==> config.mk <==
export PLATFORM = sky130hd
export DESIGN_NAME = async_receive_request_fifo
export DESIGN_NICKNAME = d
export VERILOG_FILES = /design/src/design/req_fifo_mem.v /design/src/design/two_slot_buffer.v /design/src/design/async_receive_request_fifo.v
export VERILOG_INCLUDE_DIRS = /design/src /design/src/pkg
export SDC_FILE = /design/constraint.sdc
export NUM_CORES = 1
export LEC_CHECK = 0
export BUFFER_PORTS_ARGS = -buffer_cell sky130_fd_sc_hd__buf_2
export CELL_PAD_IN_SITES_DETAIL_PLACEMENT = 2
export CELL_PAD_IN_SITES_GLOBAL_PLACEMENT = 2
export CORE_UTILIZATION = 49
export CTS_CLUSTER_DIAMETER = 150
export DETAILED_ROUTE_END_ITERATION = 6
export GPL_TIMING_DRIVEN = 0
export PLACE_DENSITY_LB_ADDON = 0.1
export SYNTH_ARGS = -nofsm -noshare
export SYNTH_HDL_FRONTEND = slang
export SYNTH_SLANG_ARGS = --single-unit
==> constraint.sdc <==
create_clock -name core_clk -period 12.7 [get_ports core_clk]
set_input_delay 1.905 -clock core_clk [delete_from_list [all_inputs] [get_ports core_clk]]
set_output_delay 1.905 -clock core_clk [all_outputs]
set_load 0.01 [all_outputs]
==> src/pkg/async_receive_regs.vh <==
// constants for the receive request fifo block
// assumes inclusion by bare name from the design files
`ifndef ASYNC_RECEIVE_REGS_VH
`define ASYNC_RECEIVE_REGS_VH

// =====================================================
// widths
`define LEN_W 14
`define CNT_W 15
`define DATA_W 32
`define ENTRY_W 36

// =====================================================
// fifo entry tag layout
`define TAG_LAST 32
`define TAG_ERR 33
`define TAG_CLS_HI 35
`define TAG_CLS_LO 34

// =====================================================
// link packet kinds
`define KIND_REQ 3'h0
`define KIND_PWR 3'h1
`define KIND_PRD 3'h2
`define KIND_RESP 3'h3
`define KIND_PHY 3'h4

// =====================================================
// internal packet classes (low two bits go into the tag)
`define CLS_REQ 3'h0
`define CLS_PWR 3'h1
`define CLS_RESP 3'h2
`define CLS_PRD 3'h3
`define CLS_SID 3'h4
`define CLS_DROP 3'h5

// =====================================================
// header fields and codes
`define TCODE_HI 7
`define TCODE_LO 4
`define TCODE_WR_QUAD 4'h0
`define TCODE_WR_BLOCK 4'h1
`define SRC_HI 31
`define SRC_LO 16
`define OFFHI_HI 15
`define OFFHI_LO 0
`define ACK_HI 31
`define ACK_LO 28
`define ACK_COMPLETE 4'h1
`define ACK_PENDING 4'h2
`define PHYS_LIMIT_HI 16'h0001
`define ERR_MARKER 32'hFFFF_FFFF
`define ZERO_CNT 15'h0000
`define ONE_CNT 15'h0001
`define WI_MAX 2'h3
`define FILL_MARGIN 3

`endif

==> src/design/req_fifo_mem.v <==
// synchronous fifo storage for receive entries
// assumes one clock; caller never pushes when full
module req_fifo_mem #(
	parameter W = 36,
	parameter DEPTH = 16,
	parameter AW = 4
) (
	input wire core_clk,
	input wire rst,
	input wire push,
	input wire [W-1:0] push_data,
	input wire pop,
	output wire [W-1:0] head_data,
	output wire not_empty,
	output wire [AW:0] fill
);
	reg [W-1:0] mem [0:DEPTH-1];
	reg [AW-1:0] wr_q;
	reg [AW-1:0] rd_q;
	reg [AW:0] fill_q;

	assign head_data = mem[rd_q];
	assign not_empty = (fill_q != {(AW+1){1'b0}});
	assign fill = fill_q;

	// =====================================================
	// storage array, no reset needed on data
	always @(posedge core_clk) begin
		if (push)
			mem[wr_q] <= push_data;
	end

	// =====================================================
	// pointers and fill level
	always @(posedge core_clk or posedge rst) begin
		if (rst) begin
			wr_q <= {AW{1'b0}};
			rd_q <= {AW{1'b0}};
			fill_q <= {(AW+1){1'b0}};
		end else begin
			if (push)
				wr_q <= wr_q + 1'b1;
			if (pop)
				rd_q <= rd_q + 1'b1;
			if (push && !pop)
				fill_q <= fill_q + 1'b1;
			else if (pop && !push)
				fill_q <= fill_q - 1'b1;
		end
	end
endmodule // req_fifo_mem

==> src/design/two_slot_buffer.v <==
// two-entry buffer with valid and ready on both sides
// assumes one clock; all outputs come from flip-flops
module two_slot_buffer #(
	parameter W = 34
) (
	input wire core_clk,
	input wire rst,
	input wire in_valid,
	input wire [W-1:0] in_data,
	output wire in_ready,
	output wire out_valid,
	output wire [W-1:0] out_data,
	input wire out_ready
);
	reg [W-1:0] d0_q;
	reg [W-1:0] d1_q;
	reg v0_q;
	reg v1_q;
	wire push;
	wire pop;

	// ready only needs the second slot free, so a stall loses nothing
	assign in_ready = !v1_q;
	assign out_valid = v0_q;
	assign out_data = d0_q;
	assign push = in_valid && !v1_q;
	assign pop = v0_q && out_ready;

	// =====================================================
	// shift queue of two slots
	always @(posedge core_clk or posedge rst) begin
		if (rst) begin
			d0_q <= {W{1'b0}};
			d1_q <= {W{1'b0}};
			v0_q <= 1'b0;
			v1_q <= 1'b0;
		end else if (pop) begin
			if (v1_q) begin
				d0_q <= d1_q;
				v1_q <= 1'b0;
			end else begin
				d0_q <= in_data;
				v0_q <= push;
			end
		end else if (push) begin
			if (!v0_q) begin
				d0_q <= in_data;
				v0_q <= 1'b1;
			end else begin
				d1_q <= in_data;
				v1_q <= 1'b1;
			end
		end
	end
endmodule // two_slot_buffer

==> src/design/async_receive_request_fifo.v <==
// receive-side flow control: shared input fifo with link-side space credit
// assumes link stream and dma writer share core_clk; inputs are synchronous
`include "async_receive_regs.vh"

module async_receive_request_fifo #(
	parameter DEPTH = 16,
	parameter AW = 4
) (
	input wire core_clk,
	input wire rst,
	input wire run_ctl,
	input wire link_valid,
	input wire link_first,
	input wire link_last,
	input wire [31:0] link_data,
	input wire [2:0] link_kind,
	input wire link_crc_err,
	input wire [3:0] sent_acknowledge_code,
	input wire [2:0] link_speed,
	input wire [15:0] receive_cycle_stamp,
	input wire node_self_identify_phase,
	input wire node_self_identify_accept_en,
	input wire resp_space_ok,
	input wire desc_len_valid,
	input wire [13:0] descriptor_buffer_length,
	input wire space_add_valid,
	input wire [13:0] space_add_len,
	input wire write_fail,
	input wire dma_ready,
	output wire link_ready,
	output reg ack_busy_q,
	output reg phys_req_valid_q,
	output reg [31:0] phys_req_data_q,
	output reg node_self_identify_valid_q,
	output reg [31:0] node_self_identify_data_q,
	output wire dma_valid,
	output wire [31:0] dma_data,
	output wire dma_last,
	output wire dma_err,
	output reg ctx_dead_q,
	output reg unrecoverable_evt_q,
	output reg pkt_done_evt_q,
	output reg resp_conflict_q,
	output reg posted_err_q,
	output reg [15:0] err_src_q,
	output reg [47:0] err_off_q
);
	// link side states, one-hot
	localparam L_DATA = 3'b001;
	localparam L_TRAIL = 3'b010;
	localparam L_DROP = 3'b100;

	reg [2:0] lst_q;
	reg [2:0] lst_d;
	reg [2:0] cls_q;
	reg [`CNT_W-1:0] space_q;
	reg link_ready_q;
	reg crc_q;
	reg [31:0] trailer_q;
	reg push;
	reg [`ENTRY_W-1:0] push_entry;
	reg dec;
	reg busy_d;
	reg [2:0] cls;
	wire accept;
	wire [AW:0] fill;
	wire [`ENTRY_W-1:0] head;
	wire head_valid;
	wire buf_ready;
	wire pop;
	wire head_last;
	wire head_err;
	wire head_req;
	wire [15:0] add_sum;
	wire [15:0] cnt_next;

	// =====================================================
	// functions
	function [2:0] classify;
		input [2:0] kind;
		input phase;
		input sid_en;
		input resp_ok;
		begin
			case (kind)
				`KIND_PWR: classify = `CLS_PWR;
				`KIND_PRD: classify = `CLS_PRD;
				`KIND_RESP: classify = resp_ok ? `CLS_RESP : `CLS_DROP;
				// self-identify only right after bus reset
				`KIND_PHY: classify = !phase ? `CLS_REQ :
					(sid_en ? `CLS_SID : `CLS_DROP);
				default: classify = `CLS_REQ;
			endcase
		end
	endfunction

	function is_write;
		input [31:0] q0;
		begin
			is_write = (q0[`TCODE_HI:`TCODE_LO] == `TCODE_WR_QUAD) ||
				(q0[`TCODE_HI:`TCODE_LO] == `TCODE_WR_BLOCK);
		end
	endfunction

	function [`ENTRY_W-1:0] entry;
		input [2:0] c;
		input err;
		input last;
		input [31:0] d;
		begin
			entry = {c[1:0], err, last, d};
		end
	endfunction

	assign link_ready = link_ready_q;
	assign accept = link_valid && link_ready_q;

	// =====================================================
	// link side: classify and place quadlets
	always @* begin
		lst_d = lst_q;
		push = 1'b0;
		push_entry = {`ENTRY_W{1'b0}};
		dec = 1'b0;
		busy_d = 1'b0;
		cls = link_first ? classify(link_kind, node_self_identify_phase,
			node_self_identify_accept_en, resp_space_ok) : cls_q;
		case (lst_q)
			L_DATA: begin
				if (accept) begin
					if (cls == `CLS_REQ && space_q == `ZERO_CNT) begin
						// no space at all: busy the whole packet
						busy_d = 1'b1;
						// a packet cut by a failure still needs an ending entry
						if (!link_first) begin
							push = 1'b1;
							push_entry = entry(cls, 1'b1, 1'b1, `ERR_MARKER);
						end
						if (!link_last)
							lst_d = L_DROP;
					end else if (cls == `CLS_REQ && space_q == `ONE_CNT) begin
						// last entry spent on a marker, not data
						push = 1'b1;
						dec = 1'b1;
						busy_d = 1'b1;
						push_entry = entry(cls, 1'b1, 1'b1, `ERR_MARKER);
						if (!link_last)
							lst_d = L_DROP;
					end else if (cls == `CLS_REQ || cls == `CLS_PWR ||
							cls == `CLS_RESP) begin
						push = 1'b1;
						dec = (cls == `CLS_REQ);
						push_entry = entry(cls, 1'b0, 1'b0, link_data);
						if (link_last)
							lst_d = L_TRAIL;
					end
				end
			end
			L_TRAIL: begin
				// trailer uses the entry held back for it
				push = 1'b1;
				// a failure just before the trailer must not wrap the counter
				dec = (cls_q == `CLS_REQ) && (space_q != `ZERO_CNT);
				push_entry = entry(cls_q, crc_q, 1'b1, trailer_q);
				lst_d = L_DATA;
			end
			L_DROP: begin
				if (accept && link_last)
					lst_d = L_DATA;
			end
			default: lst_d = L_DATA;
		endcase
	end

	// =====================================================
	// link side registers
	always @(posedge core_clk or posedge rst) begin
		if (rst) begin
			lst_q <= L_DATA;
			cls_q <= `CLS_REQ;
			link_ready_q <= 1'b0;
			crc_q <= 1'b0;
			trailer_q <= 32'h0000_0000;
			ack_busy_q <= 1'b0;
			phys_req_valid_q <= 1'b0;
			phys_req_data_q <= 32'h0000_0000;
			node_self_identify_valid_q <= 1'b0;
			node_self_identify_data_q <= 32'h0000_0000;
		end else begin
			lst_q <= lst_d;
			if (accept && link_first)
				cls_q <= cls;
			// margin of three entries covers the registered ready lag
			link_ready_q <= (fill <= DEPTH - `FILL_MARGIN) && (lst_d != L_TRAIL);
			if (accept && link_last) begin
				crc_q <= link_crc_err;
				trailer_q <= {sent_acknowledge_code, 1'b0, link_speed, 8'h00,
					receive_cycle_stamp};
			end
			ack_busy_q <= busy_d;
			// physical reads are served beside the fifo, but are accepted only while link_ready is high, which tracks the fifo fill
			phys_req_valid_q <= accept && cls == `CLS_PRD && lst_q == L_DATA;
			phys_req_data_q <= link_data;
			node_self_identify_valid_q <= accept && cls == `CLS_SID && lst_q == L_DATA;
			node_self_identify_data_q <= link_data;
		end
	end

	// =====================================================
	// space counter, 15 bits so two full descriptors fit
	wire [14:0] reclaim_len;
	reg reclaim_valid_q;
	reg [14:0] reclaim_q;
	assign reclaim_len = reclaim_valid_q ? reclaim_q : `ZERO_CNT;
	assign add_sum = {2'b00, (desc_len_valid ? descriptor_buffer_length : 14'h0000)}
		+ {2'b00, (space_add_valid ? space_add_len : 14'h0000)}
		+ {1'b0, reclaim_len};
	assign cnt_next = {1'b0, space_q} + add_sum - {15'h0000, dec};

	always @(posedge core_clk or posedge rst) begin
		if (rst)
			space_q <= `ZERO_CNT;
		else if (!run_ctl || write_fail)
			space_q <= `ZERO_CNT;
		else
			space_q <= cnt_next[`CNT_W-1:0];
	end

	// =====================================================
	// fifo and buffer toward the dma writer
	req_fifo_mem #(
		.W(`ENTRY_W),
		.DEPTH(DEPTH),
		.AW(AW)
	) u_fifo (
		.core_clk(core_clk),
		.rst(rst),
		.push(push),
		.push_data(push_entry),
		.pop(pop),
		.head_data(head),
		.not_empty(head_valid),
		.fill(fill)
	);

	// dead context drains straight out of the fifo
	assign pop = head_valid && (ctx_dead_q || buf_ready);
	assign head_last = head[`TAG_LAST];
	assign head_err = head[`TAG_ERR];
	assign head_req = (head[`TAG_CLS_HI:`TAG_CLS_LO] == `CLS_REQ);

	two_slot_buffer #(
		.W(34)
	) u_buf (
		.core_clk(core_clk),
		.rst(rst),
		.in_valid(head_valid && !ctx_dead_q),
		.in_data(head[`TAG_ERR:0]),
		.in_ready(buf_ready),
		.out_valid(dma_valid),
		.out_data({dma_err, dma_last, dma_data}),
		.out_ready(dma_ready)
	);

	// =====================================================
	// system side: per-packet count, header capture, dead drain
	reg [14:0] sys_cnt_q;
	reg [1:0] wi_q;
	reg rd_pkt_q;
	reg hold_q;

	always @(posedge core_clk or posedge rst) begin
		if (rst) begin
			sys_cnt_q <= `ZERO_CNT;
			wi_q <= 2'h0;
			rd_pkt_q <= 1'b0;
			hold_q <= 1'b0;
			reclaim_valid_q <= 1'b0;
			reclaim_q <= `ZERO_CNT;
			ctx_dead_q <= 1'b0;
			unrecoverable_evt_q <= 1'b0;
			pkt_done_evt_q <= 1'b0;
			resp_conflict_q <= 1'b0;
			posted_err_q <= 1'b0;
			err_src_q <= 16'h0000;
			err_off_q <= 48'h0000_0000_0000;
		end else begin
			reclaim_valid_q <= 1'b0;
			unrecoverable_evt_q <= 1'b0;
			pkt_done_evt_q <= 1'b0;
			resp_conflict_q <= 1'b0;
			posted_err_q <= 1'b0;
			// dead only while run stays set
			if (!run_ctl)
				ctx_dead_q <= 1'b0;
			else if (write_fail && !ctx_dead_q) begin
				ctx_dead_q <= 1'b1;
				unrecoverable_evt_q <= 1'b1;
			end
			if (pop) begin
				// counter restarts with each packet
				sys_cnt_q <= head_last ? `ZERO_CNT : sys_cnt_q + 1'b1;
				wi_q <= head_last ? 2'h0 : (wi_q == `WI_MAX ? wi_q : wi_q + 1'b1);
				if (wi_q == 2'h0)
					rd_pkt_q <= !is_write(head[31:0]);
				// failure info survives until a clean packet lands
				if (wi_q == 2'h1 && !hold_q) begin
					err_src_q <= head[`SRC_HI:`SRC_LO];
					err_off_q[47:32] <= head[`OFFHI_HI:`OFFHI_LO];
				end
				if (wi_q == 2'h2 && !hold_q) begin
					err_off_q[31:0] <= head[31:0];
					hold_q <= 1'b1;
				end
				if (head_last && !ctx_dead_q) begin
					if (head_err && head_req) begin
						reclaim_valid_q <= 1'b1;
						reclaim_q <= sys_cnt_q + 1'b1;
					end else if (!head_err) begin
						hold_q <= 1'b0;
						pkt_done_evt_q <= 1'b1;
					end
				end
				if (head_last && ctx_dead_q && head[`TAG_CLS_HI:`TAG_CLS_LO] != `CLS_RESP) begin
					if (rd_pkt_q)
						resp_conflict_q <= 1'b1;
					else if (head[`ACK_HI:`ACK_LO] == `ACK_PENDING)
						resp_conflict_q <= 1'b1;
					else if (head[`ACK_HI:`ACK_LO] == `ACK_COMPLETE &&
							err_off_q[47:32] < `PHYS_LIMIT_HI)
						posted_err_q <= 1'b1;
				end
			end
		end
	end
endmodule // async_receive_request_fifo

Yosys cells after proc, flatten, opt, wreduce, memory -nomap -nowiden
Memory sizes are Yosys's and may differ from the RTL's.
Cells that the tools add are included.

word-level totals
  word-level logic and storage cells = 205
  memories kept = 1
  register bits = 268
  RAM bits = 576

memory list
  memory      depth  bits a word  rd ports  clocked after memory_dff  write ports  RTL line           RTL
  u_fifo.mem  16     36           1         0                         1            req_fifo_mem.v:17  reg [W-1:0] mem [0:DEPTH-1];

cells by class
  bitwise gates (word level) = 1
  equal/unequal tests = 24
  order comparisons = 2
  mux-type cells = 79
  reductions and logical operators = 57
  add/subtract/negate cells = 10

operators by type and width
  kind                     number
  $mux W36                 5
  $mux W34                 4
  $pmux W36 S2             1
  $mux W1                  46
  $mux W15                 3
  $add A15 B15 Y15         2
  $mux W3                  10
  $mux W14                 2
  $logic_and A1 B1 Y1      25
  $lt A16 B1 Y1 const B    1
  $add A14 B14 Y15         1
  $add A15 B1 Y15 const B  1
  $eq A15 B1 Y1 const B    1
  $eq A3 B2 Y1 const B     5
  $logic_not A15 Y1        1
  $reduce_bool A15 Y1      1
  $sub A15 B1 Y15          1
  $reduce_and A2 Y1        7
  $pmux W3 S4              1
  $mux W5                  2
  $eq A3 B1 Y1 const B     3
  $eq A3 B3 Y1 const B     3
  $add A4 B1 Y4 const B    2
  $eq A4 B1 Y1 const B     2
  22 further kinds         43

Longest topological paths before layout
Gate-level depths: netlist of the first run.

  word-level depth = 16
  mapped depth = 19

Hierarchy
Synthesis of the first run repeated with hierarchy kept, for this count alone.

second synthesis, totals
  cell total of the unflattened synthesis = 2,003
  area, all modules = 34,698.3 um^2

by module, submodules not included
  module                      sequential area each (um^2)  area each (um^2)  cells each  times used
  req_fifo_mem                17,621.9                     22,333.9          970         1
  async_receive_request_fifo  4,630.7                      9,455.3           833         1
  two_slot_buffer             1,751.7                      2,909.0           200         1

Worst setup path after synthesis of the first run
No wires, ideal clock.

  path kind = input port to flip-flop
  start point = in resp_space_ok
  end point = mem u_fifo.mem[0][0], enable pin
  required time = 12.226 ns
  stages = 7
  path buffers = 1
  arrival time = 5.744 ns
  library setup time = 0.474 ns
  setup slack = 6.482 ns
  cell sequence = and3_1 > o32a_1 > a32oi_1 > o311a_1 > buf_2 > o21ai_0 > nor3_1

between the ends
  longest elaborated chain between the ends = 13
  elaborated cells on any way between the ends = 17
  classes of those cells = eq/ne (2); mux (10); reduce/logical (5)

ends and longest elaborated chain
  what                                                               RTL line                          RTL
  from (decl)                                                        async_receive_request_fifo.v:23   input wire resp_space_ok,
  $mux W3 (no line) *                                                --
  $pmux W3 S4 *                                                      async_receive_request_fifo.v:85   case (kind)
  $mux W3 *                                                          async_receive_request_fifo.v:126  cls = link_first ? classify(link_kind, node_self_identify_phase,
  $eq A3 B1 Y1 (no line) / $logic_not A3 Y1 (equally long branches)  --
  $logic_or A1 B1 Y1 (no line) (2 in series)                         --
  $mux W1 (2 in series)                                              --
  $mux W1 *                                                          async_receive_request_fifo.v:131  if (cls == `CLS_REQ && space_q == `ZERO_CNT) begin
  $mux W1 *                                                          async_receive_request_fifo.v:130  if (accept) begin
  $pmux W1 S2 *                                                      --
  $mux W1 *                                                          req_fifo_mem.v:29                 if (push)
  $mux W1 (not written as such) *                                    req_fifo_mem.v:30                 mem[wr_q] <= push_data;
  to (decl)                                                          req_fifo_mem.v:17

Mark *: on every way between the ends. The rest lies on a longest branch, timed or not.

Final worst setup path of the first run
  start point = in link_kind[0]
  end point = reg space_q[11]

between the ends
  longest elaborated chain between the ends = 13
  elaborated cells on any way between the ends = 20
  classes of those cells = add/sub (1); eq/ne (6); mux (8); reduce/logical (5)

ends and longest elaborated chain
  what                                                               RTL line                          RTL
  from (decl)                                                        async_receive_request_fifo.v:16   input wire [2:0] link_kind,
  $eq A3 B3 Y1, or another cell as far along                         async_receive_request_fifo.v:85
  $pmux W3 S4 *                                                      async_receive_request_fifo.v:85
  $mux W3 *                                                          async_receive_request_fifo.v:126
  $eq A3 B1 Y1 (no line) / $logic_not A3 Y1 (equally long branches)  --
  $logic_or A1 B1 Y1 (no line) (2 in series)                         --
  $mux W1                                                            async_receive_request_fifo.v:149  end else if (cls == `CLS_REQ || cls == `CLS_PWR ||
  $mux W1                                                            async_receive_request_fifo.v:141  end else if (cls == `CLS_REQ && space_q == `ONE_CNT) begin
  $mux W1 *                                                          async_receive_request_fifo.v:131
  $mux W1 *                                                          async_receive_request_fifo.v:130
  $pmux W1 S2 *                                                      async_receive_request_fifo.v:128  case (lst_q)
  $sub A15 B1 Y15 *                                                  async_receive_request_fifo.v:218  assign cnt_next = {1'b0, space_q} + add_sum - {15'h0000, dec};
  $mux W15 *                                                         async_receive_request_fifo.v:223  else if (!run_ctl || write_fail)
  to (signal assigned)                                               async_receive_request_fifo.v:222  space_q <= `ZERO_CNT;
  to (signal assigned)                                               async_receive_request_fifo.v:224  space_q <= `ZERO_CNT;
  to (signal assigned)                                               async_receive_request_fifo.v:226  space_q <= cnt_next[`CNT_W-1:0];
  to (decl)                                                          async_receive_request_fifo.v:56   reg [`CNT_W-1:0] space_q;

Marked as above.
A chain may end at the register's enable or synchronous reset.

==> key figures, run 1 <==
Layout
  – Most frequent cells in the layout: edfxtp_1 (576), buf_2 (292), dfrtp_1 (267), mux4_2 (161), mux2_2 (119)
  – Commonest non-fill, non-tap cell in the layout: edfxtp_1
  – Layout Nets: 2521
  – Synth-to-Final Area Change: 17.77%
  – Share of layout cells above drive strength 1: 0.3380

GRT
  – Global-route wire length before repair: 176800 microns
  – Largest net degree at the start of global routing: 126
  – Gr usage total: 0.3539
  – Vias in the first global route: 23590
  – Grt total ovfl: 0
  – Initial antenna violation count: 2

Worst setup path
  – Worst setup path endpoint: space_q[11]
  – Critical path peak fanout: 5
  – Crit path from: link_kind[0]
  – Worst EP required: 13.20 ns
  – Worst Setup End Kind: flop
  – FF-to-FF setup slack: 6.98 ns
  – Worst r2r path cells: 18
  – Worst flop-to-flop path startpoint: lst_q[1]
  – CP arrival: 7.16 ns
  – CP Launch Type: input pin
  – Reg2reg end: space_q[11]
  – WS Path Type: input pin to flop

Routing
  – Average routed wire per standard cell: 36.96 microns
  – Detail Route Antenna Nets: 0
  – Total wire length: 124400 microns
  – DRC violations left: 0
  – DR iter-0 viols: 2243
  – Via count: 21270
  – DR pass1 iterations: 6
  – Routed vias/inst: 6.317

STA
  – Setup tns final: 0 ns
  – RSZ-0062 raised after global routing: no
  – Fin crit share: 0.5245
  – Fmax: 150.1 MHz
  – Tightest Pin Transition: 1.381 ns
  – Slew margin rel.: 0.06943
  – Clock Skew: 0.04436 ns
  – Hold slack: 0.4780 ns
  – # setup viols final: 0
  – Final worst setup slack: 6.039 ns
  – Slew Viols, Final: 0
  – Final min period: 6.661 ns
  – Final hold vios: 0

Power
  – Pwr per Cell Area: 228.0 nW/um^2
  – Maximum vdd ir drop: 0.0001323 V
  – Standby leakage power: 15.87 nW

Logic synthesis
  – Post-Synth Adder-Cell Area: 0.03180
  – Synth Instances: 1954
  – Post-Synth Simple-Gate Area: 0.03888
  – Syn avg cell area: 17.80 sq um
  – Mux contribution to synthesized area: 0.1656
  – Warnings from Yosys: 0
  – XOR/XNOR Fraction of Synth Area: 0.008561
  – Ys flop type: edfxtp_1
  – Seq/Total Area, Yosys: 0.6901
  – Mapped Area: 34780 sq um
  – Ys async rst share: 0.3175
  – Largest family of logic cells by synthesized area: multiplexers
  – Post-synthesis sequential element count: 844
  – Unique masters post-synth: 62
  – Number of synthesized flops with an enable pin: 576
  – Compound-Gate Fraction of Synth Area: 0.03842
  – Syn nets: 2125

Floorplan
  – Rows: 97
  – Core region area: 70150 sq um
  – Starting Density: 0.4959
  – Die Y: 268.4 microns
  – Ports: 272
  – Die width: 268.4 microns
  – Die area: 72060 sq um

Clock network
  – Clk sinks: 844
  – Clk slew on worst S/H paths: 0.07 ns
  – Root Buffer: clkbuf_16
  – Postcts setup bufs: 0
  – Hold_buf cts: 0
  – Number of buffers created by CTS: 90
  – H-tree depth: 3
  – Clk_lat worst skew: 0.66 ns
  – CTS tree: done
  – Longest Clk Path Bufs: 3
  – Post-CTS Resized: 0

Placement
  – Setup WS pre-CTS: 5.647 ns
  – Final Wtd Congestion: 0.7906
  – DP Wirelength: 78220 microns
  – IO buf count: 270

Status
  – Status: finished, final reports clean

Min path
  – Worst min path class: flop to flop

Run
  – Max-Cap Viols: 0
power breakdown:
part	switching, mW	internal, mW
Sequential	0.198	3.29
Combinational	1.90	1.21
Clock	1.19	1.55
Total	3.29	6.04
worst max-delay path: stages:
cell       delay [ns]
buf_2            0.14
nand4bb_1        0.37
o32a_1           0.35
a32oi_1          0.48
o21ai_0          0.22
and3_1           0.30
ha_1             0.31
fa_1             0.42
fa_1             0.49
inv_1            0.08
ha_1             0.22
inv_1            0.09
fa_1             0.46
nor2b_1          0.22
o31a_1           0.22
o2111ai_1        0.18
a31oi_1          0.42
xnor2_1          0.20
nor2_1           0.07
stage by stage:
stage / utilization / cell area [sq um] / cells / power (mW)
after floorplan: - / 34780 / 1954 / 5.304
after global placement: 0.5319 / 37310 / 3164 / 6.227
after detailed placement: 0.5415 / 37980 / 3198 / 6.490
after CTS: 0.5839 / 40960 / 3366 / 9.346
after global routing: 0.5839 / 40960 / 3366 / 9.632
final: 0.5840 / 40960 / 3367 / 9.339
cells by family after synthesis:
| kind of cell | Yosys count |
|---|---|
| AO/OA/AOI/OAI | 200 |
| XOR/XNOR | 34 |
| adder cells (fa/ha/maj) | 71 |
| buffers and inverters | 188 |
| flip-flops | 844 |
| multiplexers | 336 |
| AND/OR/NAND/NOR | 281 |
routing by layer:
metal | GRT usage | vias up | share of wire
met2 | 0.5984 | 1225 | 0.50
met4 | 0.1391 | 0 | 0.038
met5 | 0 | - | 0
met1 | 0.4459 | 11440 | 0.38
li1 | - | 8317 | -
met3 | 0.07854 | 289 | 0.080
state kept, by name (all words and copies together), names as in the netlist, 2 cells and up:
signal / cells
cls_q: 3
err_off_q: 48
err_src_q: 16
lst_q: 3
node_self_identify_data_q: 32
reclaim_q: 15
space_q: 15
sys_cnt_q: 15
trailer_q: 23
u_buf.d1_q: 34
u_buf.out_data: 34
u_fifo.fill: 5
u_fifo.mem: 576
u_fifo.rd_q: 4
u_fifo.wr_q: 4
wi_q: 2
Yosys cell counts (all sizes together), types with 11 or more instances:
cell type / n / area [sq um]
mux4: 173 / 3941
nand2: 110 / 412.9
edfxtp: 576 / 17300
o21ai: 87 / 435.4
clkbuf: 57 / 214.0
xor2: 11 / 96.34
ha: 42 / 525.5
and2: 29 / 181.4
a21oi: 20 / 100.1
xnor2: 23 / 201.4
dfrtp: 267 / 6681
and3: 11 / 68.82
mux2i: 36 / 360.4
buf: 71 / 486.7
nor2: 56 / 210.2
nor3: 15 / 75.07
a221o: 23 / 230.2
fa: 29 / 580.6
mux2: 127 / 1460
inv: 60 / 225.2
a21o: 23 / 172.7
nand3: 13 / 65.06
final cells by class:
cell class                      count  area, sq um
Fill cell                        5976        29190
Sequential cell                   844        24000
Multi-Input combinational cell    922         9965
Clock buffer                      133         2631
Timing Repair Buffer              304         1904
Tap cell                          940         1176
Buffer                            128        700.7
Clock inverter                     35        347.8
Inverter                           60        232.7
Antenna cell                        1        2.502
worst min-delay path by stage:
stage,startpoint,endpoint,slack [ns],depth (start not counted)
global placement,err_src_q[13],err_src_q[13],0.46,2
finish,u_buf.out_data[18],u_buf.out_data[18],0.48,2
detailed placement,u_buf.out_data[18],u_buf.out_data[18],0.47,2
global route,u_buf.out_data[27],u_buf.out_data[27],0.51,2
CTS,u_buf.out_data[18],u_buf.out_data[18],0.48,2
floorplan,u_fifo.fill[4],link_ready,0.44,1
Note: power is estimated with default switching activity, not from simulation.
==> inputs of run 2 (changes only) <==
Settings changed: CORE_UTILIZATION 49 to 41.
Clock period 12.7 ns to 5.5 ns, I/O delays scaled along.
==> run 2 against run 1 <==
  * Clock skew fell by 0.0097 ns
  * First-iteration DRC count fell by 32%
  * Sequential power rose by 130%
  * Global-route usage fell by 10 points
  * Die area rose by 19%
  * Via count fell by 6.9%
  * Wire length fell by 15%
  * Sequential share of layout area fell by 0.56 points
  * Clock-buffer cell count rose by 4
  * Highest routed layer is now met5
==> key figures, run 2 (synthesized netlist as in run 1, its figures left out) <==
Floorplan
  – Ports: 272
  – Rows: 106
  – Starting Density: 0.4150
  – Die width: 293.3 microns
  – Die Y: 293.3 microns
  – Die area: 86010 sq um
  – Core region area: 83820 sq um

Routing
  – Routed vias/inst: 5.540
  – Total wire length: 105800 microns
  – Average routed wire per standard cell: 29.60 microns
  – DR iter-0 viols: 1523
  – DR pass1 iterations: 5
  – Via count: 19810
  – Detail Route Antenna Nets: 0
  – DRC violations left: 0

Layout
  – Largest register by flop count: u_fifo.mem
  – Largest register FFs: 576
  – Share of layout cells above drive strength 1: 0.3408
  – Multi-input gate area: 9976 sq um
  – Sequential cell area: 24000 sq um
  – Most frequent cells in the layout: edfxtp_1 (576), buf_2 (292), dfrtp_1 (267), mux4_2 (161), mux2_2 (119)
  – Top Registers: u_fifo.mem x576, err_off_q x48
  – Antenna diode count: 0
  – Synth-to-Final Area Change: 18.91%
  – Filler cell count: 7678
  – Layout Nets: 2532
  – Commonest non-fill, non-tap cell in the layout: edfxtp_1

Min path
  – Worst min path class: input pin to flop

Clock network
  – Clk sinks: 844
  – Clk slew on worst S/H paths: 0.06 ns
  – Number of buffers created by CTS: 92
  – Longest Clk Path Bufs: 3
  – Clk_lat worst skew: 0.66 ns
  – Root Buffer: clkbuf_16
  – H-tree depth: 3
  – CTS tree: done

Power
  – Total power: 20.99 mW
  – Pwr per Cell Area: 507.5 nW/um^2
  – Maximum vdd ir drop: 0.0002501 V
  – Standby leakage power: 15.93 nW

STA
  – Hold slack: 0.2975 ns
  – Slew Viols, Final: 0
  – Slew margin rel.: 0.1120
  – Fmax: 192.9 MHz
  – Final hold vios: 0
  – Final min period: 5.185 ns
  – # setup viols final: 0
  – Clock Skew: 0.03466 ns
  – RSZ-0062 raised after global routing: no
  – Fin crit share: 0.9428
  – Tightest Pin Transition: 1.332 ns
  – Final worst setup slack: 0.3146 ns

Worst setup path
  – Worst Setup End Kind: flop
  – Crit path from: link_kind[0]
  – Worst flop-to-flop path startpoint: space_q[14]
  – CP Launch Type: input pin
  – Worst setup path endpoint: space_q[13]
  – WS Path Type: input pin to flop
  – Worst EP required: 6.02 ns
  – FF-to-FF setup slack: 0.50 ns
  – Reg2reg end: space_q[13]
  – Worst r2r path cells: 18
  – CP arrival: 5.70 ns
  – Critical path peak fanout: 5

GRT
  – Vias in the first global route: 22280
  – Largest net degree at the start of global routing: 41
  – Global-route wire length before repair: 155000 microns
  – Gr usage total: 0.2505
  – Grt total ovfl: 0
  – Initial antenna violation count: 2

Placement
  – Final Wtd Congestion: 0.7606
  – DP Wirelength: 73260 microns
  – Setup WS pre-CTS: -0.3984 ns
  – IO buf count: 270

Run
  – Max-Cap Viols: 0

Status
  – Status: finished, final reports clean
==> run 2: timing repair <==
action,4_1_cts,5_1_grt
gates resized for setup,0,2
setup endpoints to repair,0,2
setup buffers,0,2
hold buffers,0,0
==> run 2: report_power, final <==
group,internal (mW),leakage [nW],switching [mW]
clock,3.55,1.47,2.64
sequential,7.58,8.82,0.373
combinational,2.80,5.64,4.05
total,13.9,15.9,7.06
==> run 2: worst min-delay path by stage <==
stage / from / endpoint / slack [ns] / cells after the start
final: link_data[3] / node_self_identify_data_q[3] / 0.30 / 1
after global placement: err_src_q[12] / err_src_q[12] / 0.46 / 2
after CTS: link_data[17] / node_self_identify_data_q[17] / 0.27 / 1
after global routing: link_data[3] / node_self_identify_data_q[3] / 0.28 / 1
after floorplan: u_fifo.fill[4] / link_ready / 0.44 / 1
after detailed placement: u_buf.out_data[22] / u_buf.out_data[22] / 0.48 / 2
==> run 2: area by class of cell <==
| type | instances | share of cell area |
|---|---|---|
| plain buffers | 128 | 0.01694 |
| clock inverters | 37 | 0.008682 |
| repair buffers | 313 | 0.04882 |
| clock buffers | 137 | 0.06416 |
| inverters | 60 | 0.005536 |
| well taps | 1134 | 0.03430 |
| multi-input cells | 922 | 0.2412 |
| flip-flops and latches | 844 | 0.5804 |
==> run 2: layer usage <==
layer / part of all wire / GRT usage
met5: 0.00012 / 0
met4: 0.019 / 0.06136
met3: 0.060 / 0.04766
met2: 0.50 / 0.4250
met1: 0.42 / 0.3329
==> run 2: per-stage QoR <==
step,utilization,area (sq um),setup TNS (ns),cells
floorplan,-,34790,0,1954
global placement,0.4481,37560,-1388.06,3358
detailed placement,0.4572,38320,-0.8582,3399
CTS,0.4931,41330,0,3573
global route,0.4934,41360,0,3575
finish,0.4934,41360,0,3575
==> run 2: critical path, cell delays in order <==
cell and delay [ns]:
buf_2 0.12, nand4bb_1 0.33, o32a_1 0.33, a32oi_1 0.44, o21ai_0 0.19, and3_1 0.24, ha_1 0.30, fa_1 0.43
fa_1 0.48, inv_1 0.07, ha_1 0.22, inv_1 0.08, fa_1 0.46, nor2b_1 0.21, o31a_1 0.22, o2111ai_1 0.19
a31oi_2 0.31, nand2_1 0.10, o211ai_1 0.14
